`config.mk`:
```
export PLATFORM = sky130hd
export DESIGN_NAME = tsp_slave
export DESIGN_NICKNAME = d
export VERILOG_FILES = /design/src/design/tsp_pkg.sv /design/src/design/tsp_slave.sv /design/src/design/tsp_buf2.sv
export SDC_FILE = /design/constraint.sdc
export NUM_CORES = 1
export LEC_CHECK = 0
export BUFFER_PORTS_ARGS = -buffer_cell sky130_fd_sc_hd__buf_2
export CELL_PAD_IN_SITES_DETAIL_PLACEMENT = 1
export CELL_PAD_IN_SITES_GLOBAL_PLACEMENT = 2
export CORE_MARGIN = 3
export CORE_UTILIZATION = 39
export DETAILED_ROUTE_END_ITERATION = 8
export PLACE_DENSITY = 0.88
export SYNTH_ARGS = -nofsm -noshare
export SYNTH_HDL_FRONTEND = slang
export SYNTH_SLANG_ARGS = --single-unit
export TNS_END_PERCENT = 20
```
`constraint.sdc`:
```
create_clock -name i_clk -period 2.9 [get_ports i_clk]
set_clock_uncertainty 0.15 [all_clocks]
set_input_delay 0.58 -clock i_clk [delete_from_list [all_inputs] [get_ports i_clk]]
set_output_delay 0.58 -clock i_clk [all_outputs]
set_load 0.05 [all_outputs]
```
`src/design/tsp_pkg.sv`:
```
// Shared constants of the touch sensor serial slave port.
// Assumes a 40 MHz system clock that samples both bus lines.
package tsp_pkg;
    localparam int CLK_MHZ = 40;
    localparam int ADDR_W = 7;
    localparam int BYTE_W = 8;
    localparam int STRETCH_MAX_NS = 40000;
    localparam int STRETCH_CYC = (STRETCH_MAX_NS * CLK_MHZ) / 1000;
    localparam int CAL_MS = 230;
    localparam int CAL_CYC = CAL_MS * CLK_MHZ * 1000;
    localparam int CNT_W = 24;
    localparam logic [ADDR_W-1:0] ADDR_RST = 7'h00;
    localparam logic [BYTE_W-1:0] BYTE_RST = 8'h00;
    localparam logic [BYTE_W-1:0] IDLE_BYTE = 8'hFF;
    localparam logic [3:0] BITS_PER_BYTE = 4'h8;
    localparam logic [3:0] LAST_BIT = 4'h7;

    typedef enum logic [3:0] {
        TSP_IDLE,
        TSP_ADDR,
        TSP_ADDR_ACK,
        TSP_WR_BITS,
        TSP_WR_PUSH,
        TSP_WR_ACK,
        TSP_RD_LOAD,
        TSP_RD_BITS,
        TSP_RD_ACK,
        TSP_IGNORE
    } tsp_state_t;
endpackage : tsp_pkg

```
`src/design/tsp_slave.sv`:
```
// Serial slave port of a six-channel touch sensor: address match, byte
// framing, acknowledge, clock stretching and the power-up calibration wait.
// Assumes open-drain bus pins resolved outside and a 40 MHz system clock;
// the bus clock is sampled as data, never used as a clock.
//
// Notes on behaviour
// - Data line stable while clock high.
// - Edges with clock high mark START/STOP.
// - Address byte: seven bits, direction, acknowledge.
// - Address shifted most significant bit first.
// - Matching address acknowledged low in ninth cycle.
// - Data byte: eight bits plus acknowledge slot.
// - Low acknowledges; high slot means not-acknowledge.
// - Stretch clock between bytes, at most 40us.
// - Lines only pulled low or released.
// - No normal operation before calibration time.
`timescale 1ns/1ps
module tsp_slave
    import tsp_pkg::*;
#(
    parameter int CAL_CYCLES = tsp_pkg::CAL_CYC
) (
    input wire logic i_clk,
    input wire logic i_arst_n,
    input wire logic i_scl,
    output logic o_scl_o,
    output logic o_scl_oe_n,
    input wire logic i_sda,
    output logic o_sda_o,
    output logic o_sda_oe_n,
    input wire logic [tsp_pkg::ADDR_W-1:0] i_addr,
    output logic [tsp_pkg::BYTE_W-1:0] o_wr_data,
    output logic o_wr_valid,
    input wire logic i_wr_ready,
    input wire logic [tsp_pkg::BYTE_W-1:0] i_rd_data,
    input wire logic i_rd_valid,
    output logic o_rd_ready,
    output logic o_busy,
    output logic o_ready,
    output logic o_host_nack
);
    import tsp_pkg::*;

    logic scl_m_r;
    logic scl_s_r;
    logic scl_d_r;
    logic sda_m_r;
    logic sda_s_r;
    logic sda_d_r;
    logic [ADDR_W-1:0] addr_m_r;
    logic [ADDR_W-1:0] addr_s_r;
    logic scl_rise;
    logic scl_fall;
    logic start_ev;
    logic stop_ev;
    tsp_state_t state_r;
    logic [3:0] bit_cnt_r;
    logic [BYTE_W-1:0] shift_r;
    logic [CNT_W-1:0] cal_cnt_r;
    logic [CNT_W-1:0] str_cnt_r;
    logic str_done;
    logic host_ack_r;
    logic fifo_in_ready;
    logic fifo_push;
    logic got_rd;

    initial begin
        if (CAL_CYCLES < 1 || CAL_CYCLES >= (1 << CNT_W)) begin
            $error("tsp_slave: CAL_CYCLES out of counter range");
        end
    end

    // Both lines and the jumpers arrive from outside and pass two flip-flops.
    always_ff @(posedge i_clk or negedge i_arst_n) begin
        if (!i_arst_n) begin
            scl_m_r <= 1'b1;
            scl_s_r <= 1'b1;
            scl_d_r <= 1'b1;
            sda_m_r <= 1'b1;
            sda_s_r <= 1'b1;
            sda_d_r <= 1'b1;
            addr_m_r <= ADDR_RST;
            addr_s_r <= ADDR_RST;
        end else begin
            scl_m_r <= i_scl;
            scl_s_r <= scl_m_r;
            scl_d_r <= scl_s_r;
            sda_m_r <= i_sda;
            sda_s_r <= sda_m_r;
            sda_d_r <= sda_s_r;
            addr_m_r <= i_addr;
            addr_s_r <= addr_m_r;
        end
    end

    assign scl_rise = scl_s_r && !scl_d_r;
    assign scl_fall = !scl_s_r && scl_d_r;
    // A data edge while the clock stays high is framing, never data.
    assign start_ev = scl_s_r && scl_d_r && sda_d_r && !sda_s_r;
    assign stop_ev = scl_s_r && scl_d_r && !sda_d_r && sda_s_r;

    // The address is not acknowledged until calibration has finished.
    always_ff @(posedge i_clk or negedge i_arst_n) begin
        if (!i_arst_n) begin
            cal_cnt_r <= '0;
            o_ready <= 1'b0;
        end else if (!o_ready) begin
            if (cal_cnt_r == CNT_W'(CAL_CYCLES - 1)) begin
                o_ready <= 1'b1;
            end else begin
                cal_cnt_r <= cal_cnt_r + 1'b1;
            end
        end
    end

    // Bus occupied from START to STOP.
    always_ff @(posedge i_clk or negedge i_arst_n) begin
        if (!i_arst_n) begin
            o_busy <= 1'b0;
        end else if (start_ev) begin
            o_busy <= 1'b1;
        end else if (stop_ev) begin
            o_busy <= 1'b0;
        end
    end

    // Stretch time is bounded so a stalled user can never hang the host.
    always_ff @(posedge i_clk or negedge i_arst_n) begin
        if (!i_arst_n) begin
            str_cnt_r <= '0;
        end else if (state_r == TSP_WR_PUSH || state_r == TSP_RD_LOAD) begin
            if (!str_done) begin
                str_cnt_r <= str_cnt_r + 1'b1;
            end
        end else begin
            str_cnt_r <= '0;
        end
    end
    assign str_done = (str_cnt_r == CNT_W'(STRETCH_CYC - 1));

    assign fifo_push = (state_r == TSP_WR_PUSH);
    assign got_rd = o_rd_ready && i_rd_valid;

    // Read data is requested only while the port waits for the next byte.
    always_ff @(posedge i_clk or negedge i_arst_n) begin
        if (!i_arst_n) begin
            o_rd_ready <= 1'b0;
        end else begin
            o_rd_ready <= (state_r == TSP_RD_LOAD) && !got_rd && !str_done
                && !start_ev && !stop_ev;
        end
    end

    // Both pins only ever pull low; the driven value is a constant zero.
    always_ff @(posedge i_clk or negedge i_arst_n) begin
        if (!i_arst_n) begin
            o_scl_o <= 1'b0;
            o_sda_o <= 1'b0;
        end else begin
            o_scl_o <= 1'b0;
            o_sda_o <= 1'b0;
        end
    end

    // The host makes every edge; this port only ever holds the clock low.
    always_ff @(posedge i_clk or negedge i_arst_n) begin
        if (!i_arst_n) begin
            o_scl_oe_n <= 1'b1;
        end else if (start_ev || stop_ev) begin
            o_scl_oe_n <= 1'b1;
        end else if (state_r == TSP_WR_BITS && scl_fall && bit_cnt_r == BITS_PER_BYTE) begin
            o_scl_oe_n <= 1'b0;
        end else if (state_r == TSP_ADDR_ACK && scl_fall && shift_r[0]) begin
            o_scl_oe_n <= 1'b0;
        end else if (state_r == TSP_RD_ACK && scl_fall && host_ack_r) begin
            o_scl_oe_n <= 1'b0;
        end else if (state_r == TSP_WR_PUSH && (fifo_in_ready || str_done)) begin
            o_scl_oe_n <= 1'b1;
        end else if (state_r == TSP_RD_LOAD && (got_rd || str_done)) begin
            o_scl_oe_n <= 1'b1;
        end
    end

    always_ff @(posedge i_clk or negedge i_arst_n) begin
        if (!i_arst_n) begin
            o_host_nack <= 1'b0;
        end else begin
            o_host_nack <= (state_r == TSP_RD_ACK) && scl_rise && sda_s_r;
        end
    end

    always_ff @(posedge i_clk or negedge i_arst_n) begin
        if (!i_arst_n) begin
            host_ack_r <= 1'b0;
        end else if (state_r == TSP_RD_ACK && scl_rise) begin
            host_ack_r <= !sda_s_r;
        end
    end

    // Main byte sequencer; data changes only after a clock fall.
    // A repeated START restarts framing, but the user stream sees no marker
    // of it, so a host relying on one may see misaligned data.
    always_ff @(posedge i_clk or negedge i_arst_n) begin
        if (!i_arst_n) begin
            state_r <= TSP_IDLE;
            bit_cnt_r <= '0;
            shift_r <= BYTE_RST;
            o_sda_oe_n <= 1'b1;
        end else if (start_ev) begin
            state_r <= TSP_ADDR;
            bit_cnt_r <= '0;
            o_sda_oe_n <= 1'b1;
        end else if (stop_ev) begin
            state_r <= TSP_IDLE;
            o_sda_oe_n <= 1'b1;
        end else begin
            case (state_r)
                TSP_ADDR: begin
                    if (scl_rise) begin
                        shift_r <= {shift_r[BYTE_W-2:0], sda_s_r};
                        bit_cnt_r <= bit_cnt_r + 1'b1;
                    end else if (scl_fall && bit_cnt_r == BITS_PER_BYTE) begin
                        // Match on the upper seven bits; bit zero is direction.
                        if (o_ready && shift_r[BYTE_W-1:1] == addr_s_r) begin
                            o_sda_oe_n <= 1'b0;
                            state_r <= TSP_ADDR_ACK;
                        end else begin
                            state_r <= TSP_IGNORE;
                        end
                    end
                end
                TSP_ADDR_ACK: begin
                    if (scl_fall) begin
                        o_sda_oe_n <= 1'b1;
                        bit_cnt_r <= '0;
                        state_r <= shift_r[0] ? TSP_RD_LOAD : TSP_WR_BITS;
                    end
                end
                TSP_WR_BITS: begin
                    if (scl_rise) begin
                        shift_r <= {shift_r[BYTE_W-2:0], sda_s_r};
                        bit_cnt_r <= bit_cnt_r + 1'b1;
                    end else if (scl_fall && bit_cnt_r == BITS_PER_BYTE) begin
                        state_r <= TSP_WR_PUSH;
                    end
                end
                TSP_WR_PUSH: begin
                    // A full buffer past the stretch limit costs a not-acknowledge.
                    if (fifo_in_ready) begin
                        o_sda_oe_n <= 1'b0;
                        state_r <= TSP_WR_ACK;
                    end else if (str_done) begin
                        state_r <= TSP_WR_ACK;
                    end
                end
                TSP_WR_ACK: begin
                    if (scl_fall) begin
                        bit_cnt_r <= '0;
                        state_r <= o_sda_oe_n ? TSP_IGNORE : TSP_WR_BITS;
                        o_sda_oe_n <= 1'b1;
                    end
                end
                TSP_RD_LOAD: begin
                    if (got_rd || str_done) begin
                        shift_r <= got_rd ? i_rd_data : IDLE_BYTE;
                        o_sda_oe_n <= got_rd ? i_rd_data[BYTE_W-1] : 1'b1;
                        bit_cnt_r <= '0;
                        state_r <= TSP_RD_BITS;
                    end
                end
                TSP_RD_BITS: begin
                    if (scl_fall) begin
                        if (bit_cnt_r == LAST_BIT) begin
                            o_sda_oe_n <= 1'b1;
                            state_r <= TSP_RD_ACK;
                        end else begin
                            o_sda_oe_n <= shift_r[BYTE_W-2];
                            shift_r <= {shift_r[BYTE_W-2:0], 1'b1};
                            bit_cnt_r <= bit_cnt_r + 1'b1;
                        end
                    end
                end
                TSP_RD_ACK: begin
                    if (scl_fall) begin
                        state_r <= host_ack_r ? TSP_RD_LOAD : TSP_IGNORE;
                    end
                end
                default: begin
                    state_r <= state_r;
                end
            endcase
        end
    end

    tsp_buf2 #(
        .W(BYTE_W)
    ) u_wr_buf (
        .i_clk(i_clk),
        .i_arst_n(i_arst_n),
        .i_data(shift_r),
        .i_valid(fifo_push),
        .o_ready(fifo_in_ready),
        .o_data(o_wr_data),
        .o_valid(o_wr_valid),
        .i_ready(i_wr_ready)
    );
endmodule : tsp_slave

```
`src/design/tsp_buf2.sv`:
```
// Two-entry buffer with valid and ready on both sides.
// Assumes both sides run on the same clock; outputs come from flip-flops.
`timescale 1ns/1ps
module tsp_buf2 #(
    parameter int W = 8
) (
    input wire logic i_clk,
    input wire logic i_arst_n,
    input wire logic [W-1:0] i_data,
    input wire logic i_valid,
    output logic o_ready,
    output logic [W-1:0] o_data,
    output logic o_valid,
    input wire logic i_ready
);
    logic [W-1:0] slot1_r;
    logic full_r;
    logic push;
    logic pop;

    initial begin
        if (W < 1) begin
            $error("tsp_buf2: width must be at least one");
        end
    end

    assign o_ready = !full_r;
    assign push = i_valid && !full_r;
    assign pop = o_valid && i_ready;

    // The head slot drives the outputs, so a stalled reader sees a stable word.
    always_ff @(posedge i_clk or negedge i_arst_n) begin
        if (!i_arst_n) begin
            o_data <= '0;
            o_valid <= 1'b0;
            slot1_r <= '0;
            full_r <= 1'b0;
        end else begin
            if (pop) begin
                o_valid <= full_r || push;
                o_data <= full_r ? slot1_r : i_data;
                full_r <= 1'b0;
            end else if (push) begin
                if (!o_valid) begin
                    o_valid <= 1'b1;
                    o_data <= i_data;
                end else begin
                    slot1_r <= i_data;
                    full_r <= 1'b1;
                end
            end
        end
    end
endmodule : tsp_buf2

```
Word-level counts from Yosys, hierarchy flattened
Cells that the tools add are included.
{"block": "classes", "add_sub_neg": 3, "n_eq_ne": 39, "n_mux": 66, "bitwise": 5, "reduce_logical": 58}
{"op": "$mux W4", "count": 24}
{"op": "$mux W8", "count": 9}
{"op": "$add A24 B1 Y24 const B", "count": 2}
{"op": "$mux W24", "count": 2}
{"op": "$ne A4 B4 Y1 const B", "count": 10}
{"op": "$pmux W4 S8", "count": 1}
{"op": "$logic_and A1 B1 Y1", "count": 26}
{"op": "$mux W1", "count": 26}
{"op": "$eq A24 B11 Y1 const B", "count": 1}
{"op": "$eq A24 B24 Y1 const B", "count": 1}
{"op": "$pmux W8 S3", "count": 1}
{"op": "$eq A4 B3 Y1 const B", "count": 5}
{"op": "$pmux W4 S4", "count": 1}
{"op": "$reduce_and A7 Y1", "count": 2}
{"op": "$reduce_and A12 Y1", "count": 1}
{"op": "$ne A2 B2 Y1 const B", "count": 5}
{"op": "$reduce_bool A10 Y1", "count": 1}
{"op": "$logic_not A1 Y1", "count": 9}
{"op": "$eq A4 B2 Y1 const B", "count": 2}
{"op": "$eq A4 B4 Y1 const B", "count": 2}
{"op": "$ne A4 B3 Y1 const B", "count": 2}
{"op": "$reduce_and A8 Y1", "count": 1}
{"op": "$eq A7 B7 Y1", "count": 1}
{"op": "$reduce_bool A7 Y1", "count": 1}
{"op": "19 further kinds", "count": 35}
{"block": "totals", "reg_bits": 109, "inputBits": 21, "out_inout_bits": 17, "wordCells": 195}

Longest topological paths before layout
{"block": "depth", "depth_word": 9, "depth_mapped": 8, "ltp_nobuf": 8}

Cells and area by module
Synthesis repeated with hierarchy kept, for this count alone.
{"block": "unflattened", "cells_unflattened": 512, "area_unflattened_um2": 5367.6}
{"module": "tsp_slave", "n_inst": 1, "cells_each": 456, "area_per_inst_um2": 4560.6, "seq_area_each_um2": 2287.2}
{"module": "tsp_buf2", "n_inst": 1, "cells_each": 56, "area_per_inst_um2": 807.0, "seq_area_each_um2": 450.4}

Least setup slack after synthesis
OpenSTA, ideal clock, no wires.
{"block": "synth_path", "path_type": "reg-to-reg", "from": "reg str_cnt_r[19]", "to": "reg shift_r[0]", "setup_ns": 0.125, "arrival_time_ns": 2.341, "required_ns": 2.625, "setup_slack_ns": 0.284, "path_stages_with_launch": 8, "n_path_buf": 1, "synth_period_minus_slack_ns": 2.616, "path_cell_list": "dfrtp_1 > or4_4 > nor4_4 > nand2_1 > a21o_1 > or4_4 > buf_6 > mux2_4"}
{"block": "synth_via", "elab_chain_cells": 4}
{"item": "start, declared", "line": "tsp_slave.sv:60", "rtl": "logic [CNT_W-1:0] str_cnt_r;"}
{"item": "start signal, assigned", "line": "tsp_slave.sv:133", "rtl": "str_cnt_r <= str_cnt_r + 1'b1;"}
{"item": "$eq A24 B11 Y1", "line": "tsp_slave.sv:139", "rtl": "assign str_done = (str_cnt_r == CNT_W'(STRETCH_CYC - 1));"}
{"item": "$logic_or A1 B1 Y1", "line": "tsp_slave.sv:264", "rtl": "if (got_rd || str_done) begin"}
{"item": "$ne A2 B1 Y1 (no line)"}
{"item": "$reduce_and A7 Y1 (no line)"}
{"item": "end signal, assigned", "line": "tsp_slave.sv:241", "rtl": "shift_r <= {shift_r[BYTE_W-2:0], sda_s_r};"}
{"item": "end signal, assigned", "line": "tsp_slave.sv:265", "rtl": "shift_r <= got_rd ? i_rd_data : IDLE_BYTE;"}
{"item": "end signal, assigned", "line": "tsp_slave.sv:278", "rtl": "shift_r <= {shift_r[BYTE_W-2:0], 1'b1};"}
{"item": "end, declared", "line": "tsp_slave.sv:58", "rtl": "logic [BYTE_W-1:0] shift_r;"}
No other way between the ends.
A chain may end at the register's enable or synchronous reset.

Worst setup path after layout
{"block": "layout_path", "from": "reg str_cnt_r[19]", "to": "reg bit_cnt_r[1]"}
{"block": "layout_via", "elab_chain_cells": 4}
{"item": "$eq A24 B11 Y1", "line": "tsp_slave.sv:139"}
{"item": "$logic_or A1 B1 Y1", "line": "tsp_slave.sv:264"}
{"item": "$ne A3 B2 Y1 (no line)"}
{"item": "$reduce_and A7 Y1 (no line)"}
{"item": "end signal, assigned", "line": "tsp_slave.sv:221", "rtl": "bit_cnt_r <= bit_cnt_r + 1'b1;"}
{"item": "end signal, assigned", "line": "tsp_slave.sv:242", "rtl": "bit_cnt_r <= bit_cnt_r + 1'b1;"}
{"item": "end signal, assigned", "line": "tsp_slave.sv:279", "rtl": "bit_cnt_r <= bit_cnt_r + 1'b1;"}
{"item": "end, declared", "line": "tsp_slave.sv:57", "rtl": "logic [3:0] bit_cnt_r;"}
No other way between the ends.

==> results.json <==
{
  "synthArstFlopShare_pct": 100,
  "clk_pin_slew_worst_paths_ps": 70,
  "drt_wl_total_um": 13200,
  "met1_usage_pct": 25.2,
  "synthFlopType": "dfrtp_1",
  "clock-root-buffer": "clkbuf_16",
  "htree_levels": 3,
  "outcome": "completed",
  "die_h_um": 123,
  "critPathMaxStageDelay_ps": 560,
  "wl_per_cell_um": 17.6,
  "fmax_mhz": 352,
  "n_fill_cell": 1512,
  "grt_max_degree": 52,
  "reg2reg_depth": 8,
  "critPathSlowestCell": "or4_4",
  "dr.pass1.iters": 4,
  "regArea_mm2": 0.00274,
  "r2r_slack_ps": 60,
  "p_total_uw": 4790,
  "n_antenna_cell": 0,
  "multiInputGateArea_mm2": 0.00249,
  "rows": 42,
  "grt-ovfl-total": 0,
  "syn_area_mm2": 0.00535,
  "port-buffer-count": 35,
  "crit_type": "flip-flop to flip-flop",
  "path_buf_inv": 2,
  "grt_setup_unrepaired": "true",
  "clkLatencyLatePin_ps": 350,
  "die_area_mm2": 0.0152,
  "p_per_area_mw_per_mm2": 774,
  "yosysSeqAreaShare_pct": 51.2,
  "maxSlewViolCount": 0,
  "p_leak_uw": 0.00271,
  "boundaryPins": 38,
  "path_delay_family": "simple AND/OR/NAND/NOR gates",
  "synthCells": 522,
  "synthToLayoutAreaGrowth_pct": 15.7,
  "tightest_slew_ps": 847,
  "ctsLongestPathBuffers": 2,
  "grt.busiest_layer": "met2",
  "initial_core_util_pct": 40.1,
  "cts_tree": "yes",
  "period_share_pct": 98.1,
  "cap_violations": 0,
  "detail-route-antenna-nets": 0,
  "gr-usage-met3_pct": 2.70,
  "yosys_warnings": 0,
  "min_period_ps": 2840,
  "netlist.area_leader.share_pct": 47.3,
  "yosysMostFrequentCell": "dfrtp_1",
  "core_area_mm2": 0.0133,
  "avgSynthCellArea_um2": 10.2,
  "r2r-end": "bit_cnt_r[1]",
  "critical_path.max_fanout": 10,
  "grt_pass1_wl_um": 22200,
  "setup.worst_path.end_class": "flip-flop",
  "setup_slack_ps": 56.5,
  "hpwl_um": 9150,
  "first_global_vias": 4307,
  "crit_path_cell_trace": "or4_4 > nor4_4 > nand2_1 > buf_6 > a2111oi_4 > buf_4 > mux2i_1 > nor2_1",
  "fin_nets": 597,
  "r2r_start": "str_cnt_r[19]",
  "cts.sinks": 109,
  "yosysTopAreaCell": "dfrtp_1",
  "numCtsBuffers": 9,
  "die_w_um": 123,
  "synth_edf_count": 0,
  "netlist-cell-type-count": 63,
  "synthTopCellsByArea": "dfrtp_1, nor2_1, xnor2_1, dfstp_2, xor2_1",
  "synth_seq_cells": 109,
  "cts-hold-fix-buffers": 0,
  "tns_ps": 0,
  "place.gp.congestion": 0.833,
  "required_ps": 2980,
  "ir_drop_v": 0.000517,
  "track_usage_pct": 18.8,
  "yosys-top-cells-count": "dfrtp_1, nor2_1, nand2_1, a21oi_1, xnor2_1",
  "antenna_found_initial": 0,
  "utilization_pct": 46.4,
  "dp_slack_ps": 105,
  "slew_headroom_pct": 42.8,
  "drive_above_1_share_pct": 19.3,
  "setup_viol": 0,
  "grtUsageMet2_pct": 31.0,
  "post_drt_via_cell_ratio": 5.39,
  "start_kind": "flip-flop",
  "vias": 4050,
  "hp-class": "input pin to async pin",
  "hold_slack_ps": 113,
  "drt_iter0_markers": 225,
  "hold_viol": 0,
  "arrival_ps": 2920,
  "drc_errors": 0
}
## worst max path at each step
stage,from,to,slack (ps),cells past startpoint
after floorplan,str_cnt_r[19],shift_r[0],280,7
after global placement,str_cnt_r[19],shift_r[1],170,6
after detailed placement,str_cnt_r[19],shift_r[7],100,6
after CTS,str_cnt_r[19],shift_r[7],90,6
after global routing,str_cnt_r[19],bit_cnt_r[0],-60,8
final,str_cnt_r[19],bit_cnt_r[1],60,8
## stage by stage
stage	instances	area, um^2
CTS	746	6140
global route	752	6190
finish	752	6190
detailed placement	731	5790
global placement	731	5790
floorplan	523	5350
## power breakdown
| group | total, uW | internal [uW] | switching, uW |
|---|---|---|---|
| Clock | 1420 | 866 | 555 |
| Sequential | 1910 | 1700 | 207 |
| Combinational | 1460 | 616 | 843 |
## cell type report
class	instances	area share, %
Clock inverter	5	1.72
Multi-Input combinational cell	385	40.2
Tap cell	176	3.56
Sequential cell	109	44.2
Inverter	10	0.606
Timing Repair Buffer	57	5.80
Clock buffer	10	3.86
## state kept, by name, summed over array words and instances, names as in the netlist, 4 cells and up
signal            cells
shift_r               8
bit_cnt_r             4
u_wr_buf.o_data       8
state_r               4
str_cnt_r            24
addr_m_r              7
addr_s_r              7
u_wr_buf.slot1_r      8
cal_cnt_r            24
## placed cells by master (no fill, tap or decap), drive strengths merged, types with 2 or more instances in the layout
cell type,count
o21ai,13
mux2,20
nand2b,6
a31o,2
bufinv,3
a21oi,32
dfrtp,101
nand3b,2
or3,4
nor4b,3
nand4,13
nand2,49
nor2b,5
mux2i,13
o31ai,2
nand3,17
dfstp,8
or4,3
conb,2
ha,4
buf,57
and4,5
nor3b,2
and3,11
clkbuf,10
nor3,10
a31oi,6
nor4,7
nor2,72
o22a,2
xnor2,28
a311oi,2
and2,3
inv,11
xor2,24
a211oi,2
## kinds of logic after synthesis
family                   after synthesis  synth area share (%)
AO/OA/AOI/OAI                         76                  9.24
XOR/XNOR                              52                  8.52
adder cells (fa/ha/maj)                4                 0.936
buffers and inverters                 29                  2.34
flip-flops                           109                  51.2
multiplexers                          33                  7.21
other                                  1                0.0701
AND/OR/NAND/NOR                      218                  20.5
## timing repair
| item | in CTS | in global routing |
|---|---|---|
| gates resized for setup | 0 | 2 |
| hold endpoints to repair | 0 | 0 |
| endpoints found under the setup margin | 0 | 8 |
| setup buffers | 0 | 6 |
## routing by layer
layer  share of wire, %  vias to the layer above  routed length [um]
li1                   -                     1918                   -
met5                  0                        -                   0
met2                 48                       70                6400
met1                 47                     2041                6160
met4                1.8                        0                 241
met3                3.2                       21                 425
Note: power is estimated with default switching activity, not from simulation.
